## src/include/brm_pkg.sv

```systemverilog
// Constants, types and helpers for the buck rail mode control block
package brm_pkg;

  // Register addresses (7-bit address space of the serial port)
  localparam logic [6:0] BRM_ADDR_1V5_CTL  = 7'h39;
  localparam logic [6:0] BRM_ADDR_CORE_CTL = 7'h3C;
  localparam logic [6:0] BRM_ADDR_CUR_1V5H = 7'h70;
  localparam logic [6:0] BRM_ADDR_CUR_1V5L = 7'h71;
  localparam logic [6:0] BRM_ADDR_CUR_CORH = 7'h72;
  localparam logic [6:0] BRM_ADDR_CUR_CORL = 7'h73;
  localparam logic [6:0] BRM_ADDR_STATUS   = 7'h74;
  localparam logic [6:0] BRM_ADDR_TRIM     = 7'h75;

  // Reset values
  localparam logic [7:0] BRM_RST_1V5_CTL  = 8'h07;
  localparam logic [7:0] BRM_RST_CORE_CTL = 8'h24;

  // Field positions inside a rail control register
  localparam int BRM_STATE_LSB = 0;
  localparam int BRM_EXIT_LSB  = 3;
  localparam int BRM_VSEL_LSB  = 6;
  localparam int BRM_VALID_BIT = 2;

  // Status register bit positions
  localparam int BRM_STS_FLT_1V5  = 0;
  localparam int BRM_STS_FLT_CORE = 1;
  localparam int BRM_STS_HIGH_V   = 2;
  localparam int BRM_STS_GPS      = 3;

  // State codes; codes below 4 are reserved or mean do not copy
  localparam logic [2:0] BRM_ST_OFF = 3'h4;
  localparam logic [2:0] BRM_ST_PFM = 3'h5;
  localparam logic [2:0] BRM_ST_APS = 3'h6;
  localparam logic [2:0] BRM_ST_PWM = 3'h7;

  // Voltage select codes
  localparam logic [1:0] BRM_VSEL_LOW  = 2'h0;
  localparam logic [1:0] BRM_VSEL_HIGH = 2'h1;

  // Core voltage code: volts = 0.6 + code * 0.025
  localparam logic [4:0] BRM_VC_1V25   = 5'h1A;
  localparam logic [4:0] BRM_VC_3G_DEF = 5'h10;

  // Serial frame: command byte then data byte, MSB first
  localparam logic [4:0] BRM_SPI_CMD_BITS   = 5'h08;
  localparam logic [4:0] BRM_SPI_FRAME_BITS = 5'h10;

  typedef enum logic [3:0] {
    BRM_MODE_OFF = 4'b0001,
    BRM_MODE_PFM = 4'b0010,
    BRM_MODE_APS = 4'b0100,
    BRM_MODE_PWM = 4'b1000
  } brm_mode_t;

  // Map a valid state code to its mode
  function automatic brm_mode_t brm_decode(input logic [2:0] code);
    brm_mode_t m;
    m = BRM_MODE_OFF;
    unique case (code)
      BRM_ST_PFM: m = BRM_MODE_PFM;
      BRM_ST_APS: m = BRM_MODE_APS;
      BRM_ST_PWM: m = BRM_MODE_PWM;
      default:    m = BRM_MODE_OFF;
    endcase
    return m;
  endfunction

endpackage

```

## src/verilog/brm_rail_ctrl.sv

```systemverilog
// Mode, voltage and fault control for the 1.5 V rail and the comms core rail
`timescale 1ns/1ps

////////////////////////////////////////////////////////////////////////////////
// Operation
// - 1.5 V control at 0x39, RW, resets 0x07
// - State bits 2:0: 4 off, 5 PFM, 6 skip, 7 PWM
// - Bits 5:3 copied to state on standby exit
// - Bits 7:6 pick 1.5 V or 1.6 V
// - Core rail mode chosen by register writes
// - Discharge path enabled whenever rail shuts down
// - Rail current results readable by processor
// - Over-current raises rail fault and shared interrupt
// - Wireless setting fixes core rail at 1.25 V
// - 3G setting trims core 0.6-1.375 V serially
// - Core control at 0x3C, resets 0x24, select
// - GPS rail at 1.3 V forces 1.6 V
module brm_rail_ctrl
  import brm_pkg::*;
(
  // Clock and reset
  input  wire logic       mclk,
  input  wire logic       arst_n,
  // Host serial register port
  input  wire logic       spi_sclk,
  input  wire logic       spi_cs_n,
  input  wire logic       spi_mosi,
  output logic            spi_miso,
  output logic            spi_miso_oe,
  // System pins
  input  wire logic       standby_exit_pin,
  input  wire logic       gps_supply_rail_1v3,
  // Comms serial trim of the core rail
  input  wire logic       comms_trim_valid,
  input  wire logic [4:0] comms_trim_code,
  // Analog fault and ADC inputs
  input  wire logic       oc_1v5_detect,
  input  wire logic       oc_core_detect,
  input  wire logic       adc_valid,
  input  wire logic       adc_sel_core,
  input  wire logic [9:0] adc_data,
  // 1.5 V rail controls
  output brm_mode_t       buck_1v5_rail_mode,
  output logic            buck_1v5_rail_high_v,
  output logic            buck_1v5_rail_discharge,
  output logic            buck_1v5_rail_fault,
  // Comms core rail controls
  output brm_mode_t       comms_core_rail_mode,
  output logic [4:0]      comms_core_rail_vcode,
  output logic            comms_core_rail_discharge,
  output logic            comms_core_overcurrent_flag,
  // Shared fault
  output logic            regulator_fault_interrupt
);

  //////////////////////////////////////////////////////////////////////////////
  // Reset release

  logic rst_meta_r;
  logic rst_n_r;

  always_ff @(posedge mclk or negedge arst_n) begin
    if (!arst_n) begin
      rst_meta_r <= 1'b0;
      rst_n_r    <= 1'b0;
    end else begin
      rst_meta_r <= 1'b1;
      rst_n_r    <= rst_meta_r;
    end
  end

  //////////////////////////////////////////////////////////////////////////////
  // Register port

  logic [6:0] reg_addr;
  logic       reg_wr;
  logic [7:0] reg_wdata;
  logic [7:0] reg_rdata;

  brm_spi_port u_port (
    .mclk    (mclk),
    .rst_n   (rst_n_r),
    .sclk    (spi_sclk),
    .cs_n    (spi_cs_n),
    .mosi    (spi_mosi),
    .miso    (spi_miso),
    .miso_oe (spi_miso_oe),
    .addr    (reg_addr),
    .wr_stb  (reg_wr),
    .wdata   (reg_wdata),
    .rdata   (reg_rdata)
  );

  //////////////////////////////////////////////////////////////////////////////
  // State

  typedef struct packed {
    logic [7:0] ctl_1v5;
    logic [7:0] ctl_core;
    brm_mode_t  mode_1v5;
    logic       base_hi;
    logic       high_v;
    logic       dis_1v5;
    brm_mode_t  mode_core;
    logic [4:0] trim;
    logic [4:0] vcode;
    logic       dis_core;
    logic       exit_d;
    logic       flt_1v5;
    logic       flt_core;
    logic       irq;
    logic [9:0] cur_1v5;
    logic [9:0] cur_core;
  } brm_state_t;

  localparam brm_state_t BRM_STATE_RST = '{
    ctl_1v5:   BRM_RST_1V5_CTL,
    ctl_core:  BRM_RST_CORE_CTL,
    mode_1v5:  BRM_MODE_PWM,
    base_hi:   1'b0,
    high_v:    1'b0,
    dis_1v5:   1'b0,
    mode_core: BRM_MODE_OFF,
    trim:      BRM_VC_3G_DEF,
    vcode:     BRM_VC_1V25,
    dis_core:  1'b1,
    exit_d:    1'b0,
    flt_1v5:   1'b0,
    flt_core:  1'b0,
    irq:       1'b0,
    cur_1v5:   10'h000,
    cur_core:  10'h000
  };

  brm_state_t s_r;
  brm_state_t s_nxt;

  //////////////////////////////////////////////////////////////////////////////
  // Helpers

  // Copy the exit field into the state field when it names a state
  function automatic logic [7:0] brm_exit_copy(input logic [7:0] ctl);
    logic [7:0] c;
    c = ctl;
    if (ctl[BRM_EXIT_LSB + BRM_VALID_BIT]) begin
      c[BRM_STATE_LSB +: 3] = ctl[BRM_EXIT_LSB +: 3];
    end
    return c;
  endfunction

  // Reserved codes keep the mode already in force
  function automatic brm_mode_t brm_apply(input logic [7:0] ctl,
                                          input brm_mode_t   cur);
    brm_mode_t m;
    m = cur;
    if (ctl[BRM_STATE_LSB + BRM_VALID_BIT]) begin
      m = brm_decode(ctl[BRM_STATE_LSB +: 3]);
    end
    return m;
  endfunction

  //////////////////////////////////////////////////////////////////////////////
  // Read decode

  always_comb begin
    reg_rdata = 8'h00;
    unique case (reg_addr)
      BRM_ADDR_1V5_CTL:  reg_rdata = s_r.ctl_1v5;
      BRM_ADDR_CORE_CTL: reg_rdata = s_r.ctl_core;
      BRM_ADDR_CUR_1V5H: reg_rdata = s_r.cur_1v5[9:2];
      BRM_ADDR_CUR_1V5L: reg_rdata = {6'h00, s_r.cur_1v5[1:0]};
      BRM_ADDR_CUR_CORH: reg_rdata = s_r.cur_core[9:2];
      BRM_ADDR_CUR_CORL: reg_rdata = {6'h00, s_r.cur_core[1:0]};
      BRM_ADDR_TRIM:     reg_rdata = {3'h0, s_r.trim};
      BRM_ADDR_STATUS: begin
        reg_rdata[BRM_STS_FLT_1V5]  = s_r.flt_1v5;
        reg_rdata[BRM_STS_FLT_CORE] = s_r.flt_core;
        reg_rdata[BRM_STS_HIGH_V]   = s_r.high_v;
        reg_rdata[BRM_STS_GPS]      = gps_supply_rail_1v3;
      end
      default:           reg_rdata = 8'h00;
    endcase
  end

  //////////////////////////////////////////////////////////////////////////////
  // Next state

  always_comb begin
    s_nxt = s_r;

    // Host writes
    if (reg_wr && reg_addr == BRM_ADDR_1V5_CTL) begin
      s_nxt.ctl_1v5 = reg_wdata;
    end
    if (reg_wr && reg_addr == BRM_ADDR_CORE_CTL) begin
      s_nxt.ctl_core = reg_wdata;
    end

    // Standby exit acts after a same-cycle write, so the pin wins
    s_nxt.exit_d = standby_exit_pin;
    if (standby_exit_pin && !s_r.exit_d) begin
      s_nxt.ctl_1v5  = brm_exit_copy(s_nxt.ctl_1v5);
      s_nxt.ctl_core = brm_exit_copy(s_nxt.ctl_core);
    end

    // Modes in force
    s_nxt.mode_1v5  = brm_apply(s_nxt.ctl_1v5, s_r.mode_1v5);
    s_nxt.mode_core = brm_apply(s_nxt.ctl_core, s_r.mode_core);

    // Discharge while off, so a shut rail is never left floating
    s_nxt.dis_1v5  = (s_nxt.mode_1v5 == BRM_MODE_OFF);
    s_nxt.dis_core = (s_nxt.mode_core == BRM_MODE_OFF);

    // 1.5 V rail level; reserved selects keep the last level
    unique case (s_nxt.ctl_1v5[BRM_VSEL_LSB +: 2])
      BRM_VSEL_LOW:  s_nxt.base_hi = 1'b0;
      BRM_VSEL_HIGH: s_nxt.base_hi = 1'b1;
      default:       s_nxt.base_hi = s_r.base_hi;
    endcase
    s_nxt.high_v = s_nxt.base_hi | gps_supply_rail_1v3;

    // Core rail level
    if (comms_trim_valid) begin
      s_nxt.trim = comms_trim_code;
    end
    unique case (s_nxt.ctl_core[BRM_VSEL_LSB +: 2])
      BRM_VSEL_LOW:  s_nxt.vcode = BRM_VC_1V25;
      BRM_VSEL_HIGH: s_nxt.vcode = s_nxt.trim;
      default:       s_nxt.vcode = s_r.vcode;
    endcase

    // Faults follow the comparators; current limiting itself is analog
    s_nxt.flt_1v5  = oc_1v5_detect;
    s_nxt.flt_core = oc_core_detect;
    s_nxt.irq      = oc_1v5_detect | oc_core_detect;

    // ADC current results
    if (adc_valid && !adc_sel_core) begin
      s_nxt.cur_1v5 = adc_data;
    end
    if (adc_valid && adc_sel_core) begin
      s_nxt.cur_core = adc_data;
    end
  end

  always_ff @(posedge mclk or negedge rst_n_r) begin
    if (!rst_n_r) begin
      s_r <= BRM_STATE_RST;
    end else begin
      s_r <= s_nxt;
    end
  end

  //////////////////////////////////////////////////////////////////////////////
  // Outputs

  assign buck_1v5_rail_mode          = s_r.mode_1v5;
  assign buck_1v5_rail_high_v        = s_r.high_v;
  assign buck_1v5_rail_discharge     = s_r.dis_1v5;
  assign buck_1v5_rail_fault         = s_r.flt_1v5;
  assign comms_core_rail_mode        = s_r.mode_core;
  assign comms_core_rail_vcode       = s_r.vcode;
  assign comms_core_rail_discharge   = s_r.dis_core;
  assign comms_core_overcurrent_flag = s_r.flt_core;
  assign regulator_fault_interrupt   = s_r.irq;

endmodule

```

## src/verilog/brm_spi_port.sv

```systemverilog
// Serial register port: command byte, then data byte in or out
`timescale 1ns/1ps
module brm_spi_port
  import brm_pkg::*;
(
  // Clock and reset
  input  wire logic       mclk,
  input  wire logic       rst_n,
  // Serial pins
  input  wire logic       sclk,
  input  wire logic       cs_n,
  input  wire logic       mosi,
  output logic            miso,
  output logic            miso_oe,
  // Register side
  output logic [6:0]      addr,
  output logic            wr_stb,
  output logic [7:0]      wdata,
  input  wire logic [7:0] rdata
);

  typedef struct packed {
    logic       sclk_d;
    logic [4:0] cnt;
    logic [15:0] rx;
    logic [7:0] tx;
    logic       miso;
    logic       oe;
    logic       is_wr;
    logic [6:0] addr;
    logic       wr;
    logic [7:0] wdata;
  } brm_spi_t;

  brm_spi_t s_r;
  brm_spi_t s_nxt;

  always_comb begin
    s_nxt        = s_r;
    s_nxt.wr     = 1'b0;
    s_nxt.sclk_d = sclk;
    s_nxt.oe     = ~cs_n;
    if (cs_n) begin
      s_nxt.cnt  = 5'h00;
      s_nxt.miso = 1'b0;
    end else if (sclk && !s_r.sclk_d && s_r.cnt < BRM_SPI_FRAME_BITS) begin
      s_nxt.rx  = {s_r.rx[14:0], mosi};
      s_nxt.cnt = 5'(s_r.cnt + 5'h01);
      if (s_r.cnt == 5'(BRM_SPI_CMD_BITS - 5'h01)) begin
        s_nxt.is_wr = s_r.rx[6];
        s_nxt.addr  = {s_r.rx[5:0], mosi};
      end
      if (s_r.cnt == 5'(BRM_SPI_FRAME_BITS - 5'h01)) begin
        s_nxt.wr    = s_r.is_wr;
        s_nxt.wdata = {s_r.rx[6:0], mosi};
      end
    end else if (!sclk && s_r.sclk_d && s_r.cnt >= BRM_SPI_CMD_BITS &&
                 s_r.cnt < BRM_SPI_FRAME_BITS) begin
      // Read data is captured once, so a later write cannot tear it
      if (s_r.cnt == BRM_SPI_CMD_BITS) begin
        s_nxt.miso = rdata[7];
        s_nxt.tx   = {rdata[6:0], 1'b0};
      end else begin
        s_nxt.miso = s_r.tx[7];
        s_nxt.tx   = {s_r.tx[6:0], 1'b0};
      end
    end
  end

  always_ff @(posedge mclk or negedge rst_n) begin
    if (!rst_n) begin
      s_r <= '0;
    end else begin
      s_r <= s_nxt;
    end
  end

  assign miso    = s_r.miso;
  assign miso_oe = s_r.oe;
  assign addr    = s_r.addr;
  assign wr_stb  = s_r.wr;
  assign wdata   = s_r.wdata;

endmodule
```

## config.mk

```make
export PLATFORM = sky130hd
export DESIGN_NAME = brm_rail_ctrl
export DESIGN_NICKNAME = d
export VERILOG_FILES = /design/src/include/brm_pkg.sv /design/src/verilog/brm_rail_ctrl.sv /design/src/verilog/brm_spi_port.sv
export SDC_FILE = /design/constraint.sdc
export NUM_CORES = 1
export LEC_CHECK = 0
export BUFFER_PORTS_ARGS = -buffer_cell sky130_fd_sc_hd__clkbuf_2
export CORE_ASPECT_RATIO = 0.7
export CORE_MARGIN = 1
export CORE_UTILIZATION = 55
export DETAILED_ROUTE_END_ITERATION = 16
export GPL_ROUTABILITY_DRIVEN = 0
export GPL_TIMING_DRIVEN = 0
export HOLD_SLACK_MARGIN = 0.15
export PLACE_DENSITY = 0.75
export SYNTH_ARGS = -nofsm -noshare
export SYNTH_HDL_FRONTEND = slang
export SYNTH_SLANG_ARGS = --single-unit
export TNS_END_PERCENT = 50
```

## constraint.sdc

```tcl
create_clock -name mclk -period 3.9 [get_ports mclk]
set_input_delay 0.39 -clock mclk [delete_from_list [all_inputs] [get_ports mclk]]
set_output_delay 0.39 -clock mclk [all_outputs]
set_load 0.02 [all_outputs]
```

==> reports/qor.log <==
[synth] sequential cell area fraction in the yosys report 53.2%
[floorplan] floorplan die area 9240 um2
[clock_network] total clock sinks 103
[synth] library cell occupying the most area in the post-synthesis netlist sky130_fd_sc_hd__dfrtp_1
[job] Max Cap Viol 0
[synth] synthesized netlist net count 442
[detailed_routing] Remaining DRCs 0
[placement] Placement Cell Area 5290 um2
[sta] final period demand of the worst path 2.31 ns
[worst_setup_path] reg-to-reg setup timing slack 1.59 ns
[clock_network] buffer levels on the longest clock path 2
[floorplan] area of the core 8510 um2
[synth] cell area after synthesis 4870 um2
[cells_and_area] layout cells sized above 1 32.6%
[synth] cell types occupying the most area after synthesis sky130_fd_sc_hd__dfrtp_1, sky130_fd_sc_hd__mux2_2, sky130_fd_sc_hd__dfstp_2, sky130_fd_sc_hd__mux2i_1, sky130_fd_sc_hd__a21oi_1
[sta] Post-Route Setup TNS 0 ns
[global_routing] initial antenna violation count 0
[floorplan] initial standard-cell utilization of the core 57.2%
[synth] mean area per synthesized cell 11.8 um2
[synth] Synth Warn # 0
[cells_and_area] Area growth syn-to-layout 15.0%
[cells_and_area] antenna fix cells 0
[detailed_routing] mean number of vias per cell 5.65
[cells_and_area] cell area after layout 5600 um2
[sta] final cycle utilization of the critical path 59.1%
[sta] number of hold violations in the final report 0
[worst_setup_path] worst reg-to-reg path cell count 5
[power_and_ir_drop] total power of the final layout 2.23 mW
[worst_setup_path] delay of the slowest cell on the worst path 0.89 ns
[cells_and_area] multi-input logic area 2060 um2
[floorplan] number of placed I/O pins 48
[min_path] launch point of the worst hold path oc_1v5_detect
[worst_setup_path] critical path data required time 4.17 ns
[sta] worst slew margin relative to its limit 29.8%
[clock_network] Clock Root Buffer sky130_fd_sc_hd__clkbuf_16
[worst_setup_path] reg-to-reg critical path startpoint u_port.s_r[44]
[placement] number of port buffers 47
[sta] endpoints failing setup 0
[clock_network] clock input transition at the sequential cells of the worst setup and hold paths 0.06 ns
[cells_and_area] count of filler cells inserted in the layout 672
[worst_setup_path] origin of the worst setup path u_port.s_r[44]
[cells_and_area] number of standard cells in the final layout excluding fillers 598
[status] status finished, final reports clean
[power_and_ir_drop] worst IR drop on VDD 0.000234 V
[worst_setup_path] data arrival time of the worst path 2.57 ns
[floorplan] horizontal extent of the die 114 um
[detailed_routing] Detailed Route WL 10.1 mm
[synth] number of register bits inferred by synthesis 103
[global_routing] remaining global-route overflow 0
[sta] setup repair after global routing missed its margin false
[placement] detailed placement HPWL 7.50 mm
[synth] number of library cell types mapped by synthesis 55
[worst_setup_path] kind of critical path flip-flop to flip-flop
[min_path] hold-critical path endpoint buck_1v5_rail_fault
[clock_network] TritonCTS clock tree built
[clock_network] number of post-CTS setup repair buffers 0
[global_routing] maximum number of pins on one net before global-route repair 65
[detailed_routing] drt first pass iters 5
[placement] DP Cell Count 580
[worst_setup_path] type of element launching the critical path flip-flop
[synth] share of synthesized registers carrying an async set or reset 100%
[clock_network] deepest level of the CTS H-tree 3
[sta] number of max-slew violations in the final report 0
[synth] number of enable-type register cells in the synthesized netlist 0
[cells_and_area] Total Nets Final 503
[detailed_routing] drt initial violations 177
[sta] Achievable Freq 434 MHz
[floorplan] FP Rows 28
[synth] top cell type's share of synthesized area 46.8%
[worst_setup_path] Worst Setup End Kind flip-flop
[worst_setup_path] RR Endpoint u_port.s_r[22]
[power_and_ir_drop] total power per unit cell area 398 nW/um2
[detailed_routing] antenna viol nets, final 0
[global_routing] global-route wire length before repair 16.6 mm
[worst_setup_path] critical-path cell with the highest stage delay sky130_fd_sc_hd__nor4bb_1
[detailed_routing] detail-routed net length per standard cell 16.9 um
[cells_and_area] post-layout util 65.8%
[detailed_routing] detailed-route via count 3376
[worst_setup_path] critical path peak fanout 6
[sta] transition at the pin with the smallest max-transition slack 1.04 ns
[synth] Most used DFF post-synth sky130_fd_sc_hd__dfrtp_1
[synth] gate count after technology mapping 412
[cells_and_area] Storage cell area 2600 um2
[clock_network] clock buffers created by TritonCTS 9
[global_routing] number of global-route vias before repair 3210
[clock_network] clock latency reported for the late side of the worst-skew pair 0.35 ns
[global_routing] overall track demand over capacity in global routing 24.1%
[min_path] number of cells traversed by the worst hold path 1
[floorplan] vertical die dimension 80.7 um
[min_path] worst min-delay path class primary input to flip-flop
[power_and_ir_drop] leakage power of the design 2.59 nW
[sta] worst clock skew 0.00593 ns
[worst_setup_path] series of cell instances along the critical path inv_1 -> ha_1 -> nor4bb_1 -> o311ai_0 -> a21oi_1
[where the power goes]
part / switching, mW / internal [mW] / leakage (nW)
Clock: 0.368 / 0.514 / 0.140
Sequential: 0.0658 / 1.14 / 1.28
Combinational: 0.0593 / 0.0819 / 1.17
Total: 0.493 / 1.74 / 2.59
[cells in the final DEF (no fill, tap or decap), drive strengths merged, types with 2 or more instances in the layout]
| cell type | n |
|---|---|
| ha | 3 |
| and3 | 7 |
| dfrtp | 91 |
| o221ai | 3 |
| o31ai | 2 |
| nand3 | 7 |
| and3b | 3 |
| o211ai | 3 |
| a22o | 8 |
| or2 | 2 |
| o21ai | 14 |
| nor2b | 4 |
| a22oi | 5 |
| nand3b | 9 |
| dfstp | 12 |
| a211oi | 3 |
| nand2 | 28 |
| and4b | 3 |
| nor4bb | 2 |
| a21oi | 24 |
| nand2b | 5 |
| buf | 22 |
| nor2 | 17 |
| o22ai | 4 |
| o22a | 4 |
| mux2 | 55 |
| mux2i | 18 |
| inv | 18 |
| dlygate4sd3 | 2 |
| nor3b | 3 |
| xor2 | 2 |
| or3 | 2 |
| a31oi | 5 |
| and2 | 5 |
| clkbuf | 66 |
[Yosys cell counts (all sizes together), types with 4 or more instances]
master	instances
nand2b	5
mux2	55
dfrtp	91
o22a	4
and3	7
nor2b	4
buf	21
clkbuf	6
inv	18
dfstp	12
nand3b	9
o22ai	4
mux2i	18
nor2	17
a22o	8
and2	5
a21oi	24
a31oi	5
nand3	7
nand2	28
o21ai	14
a22oi	5
[sequential cells by signal, indices dropped and copies added, names as in the netlist, 4 cells and up]
register	count
u_port.wdata	8
u_port.addr	7
comms_core_rail_mode	4
s_r	43
buck_1v5_rail_mode	4
comms_core_rail_vcode	5
u_port.s_r	21
[kinds of logic after synthesis]
logic type,synth area share (%)
simple gates,12.4
buf+inv,4.57
compound gates,11.4
fa+ha+maj,0.771
flops,53.2
xor+xnor,0.540
other cells,0.0770
mux,17.0
[routing by layer]
metal,up-vias,wire length [um],track usage [%]
li1,1595,-,-
met1,1664,4950,35.3
met2,102,4400,35.2
met3,15,622,7.16
met4,0,139,6.36
met5,-,0,0
[metrics by stage]
stage                     hold slack [ns]  setup WS, ns
final                               0.162          1.59
after global routing                0.151          1.46
after CTS                           0.151          1.66
after detailed placement            0.179          1.69
after global placement              0.177        -0.196
after floorplan                    0.0944         0.839
[cell type report]
type | instances | share of cell area (%)
timing repair buffer | 50 | 5.05
multi-input combinational | 264 | 36.7
inverter | 18 | 1.21
tap | 120 | 2.68
buffer | 27 | 2.77
clock inverter | 3 | 0.760
sequential | 103 | 46.4
clock buffer | 13 | 4.47
[critical path, delay by kind of cell, from the launching register on]
family | cells | cell delay [ns]
adder cells (fa/ha/maj) | 1 | 0.17
buffers and inverters | 1 | 0.09
AO/OA/AOI/OAI | 2 | 0.67
AND/OR/NAND/NOR | 1 | 0.89
flip-flops | 1 | 0.39
[worst max path at each step]
stage | to | slack (ns) | depth (start not counted)
floorplan | buck_1v5_rail_discharge | 0.84 | 0
global placement | comms_core_rail_mode[3] | -0.20 | 0
detailed placement | u_port.miso | 1.69 | 7
CTS | comms_core_rail_discharge | 1.66 | 6
global route | u_port.miso | 1.46 | 7
finish | u_port.s_r[22] | 1.59 | 5
[repair_timing]
| action | CTS | global route |
|---|---|---|
| endpoints found under the hold margin | 2 | 1 |
| hold buffers | 1 | 1 |
| gates resized for setup | 0 | 0 |
Power figures use the tool's default switching activity.
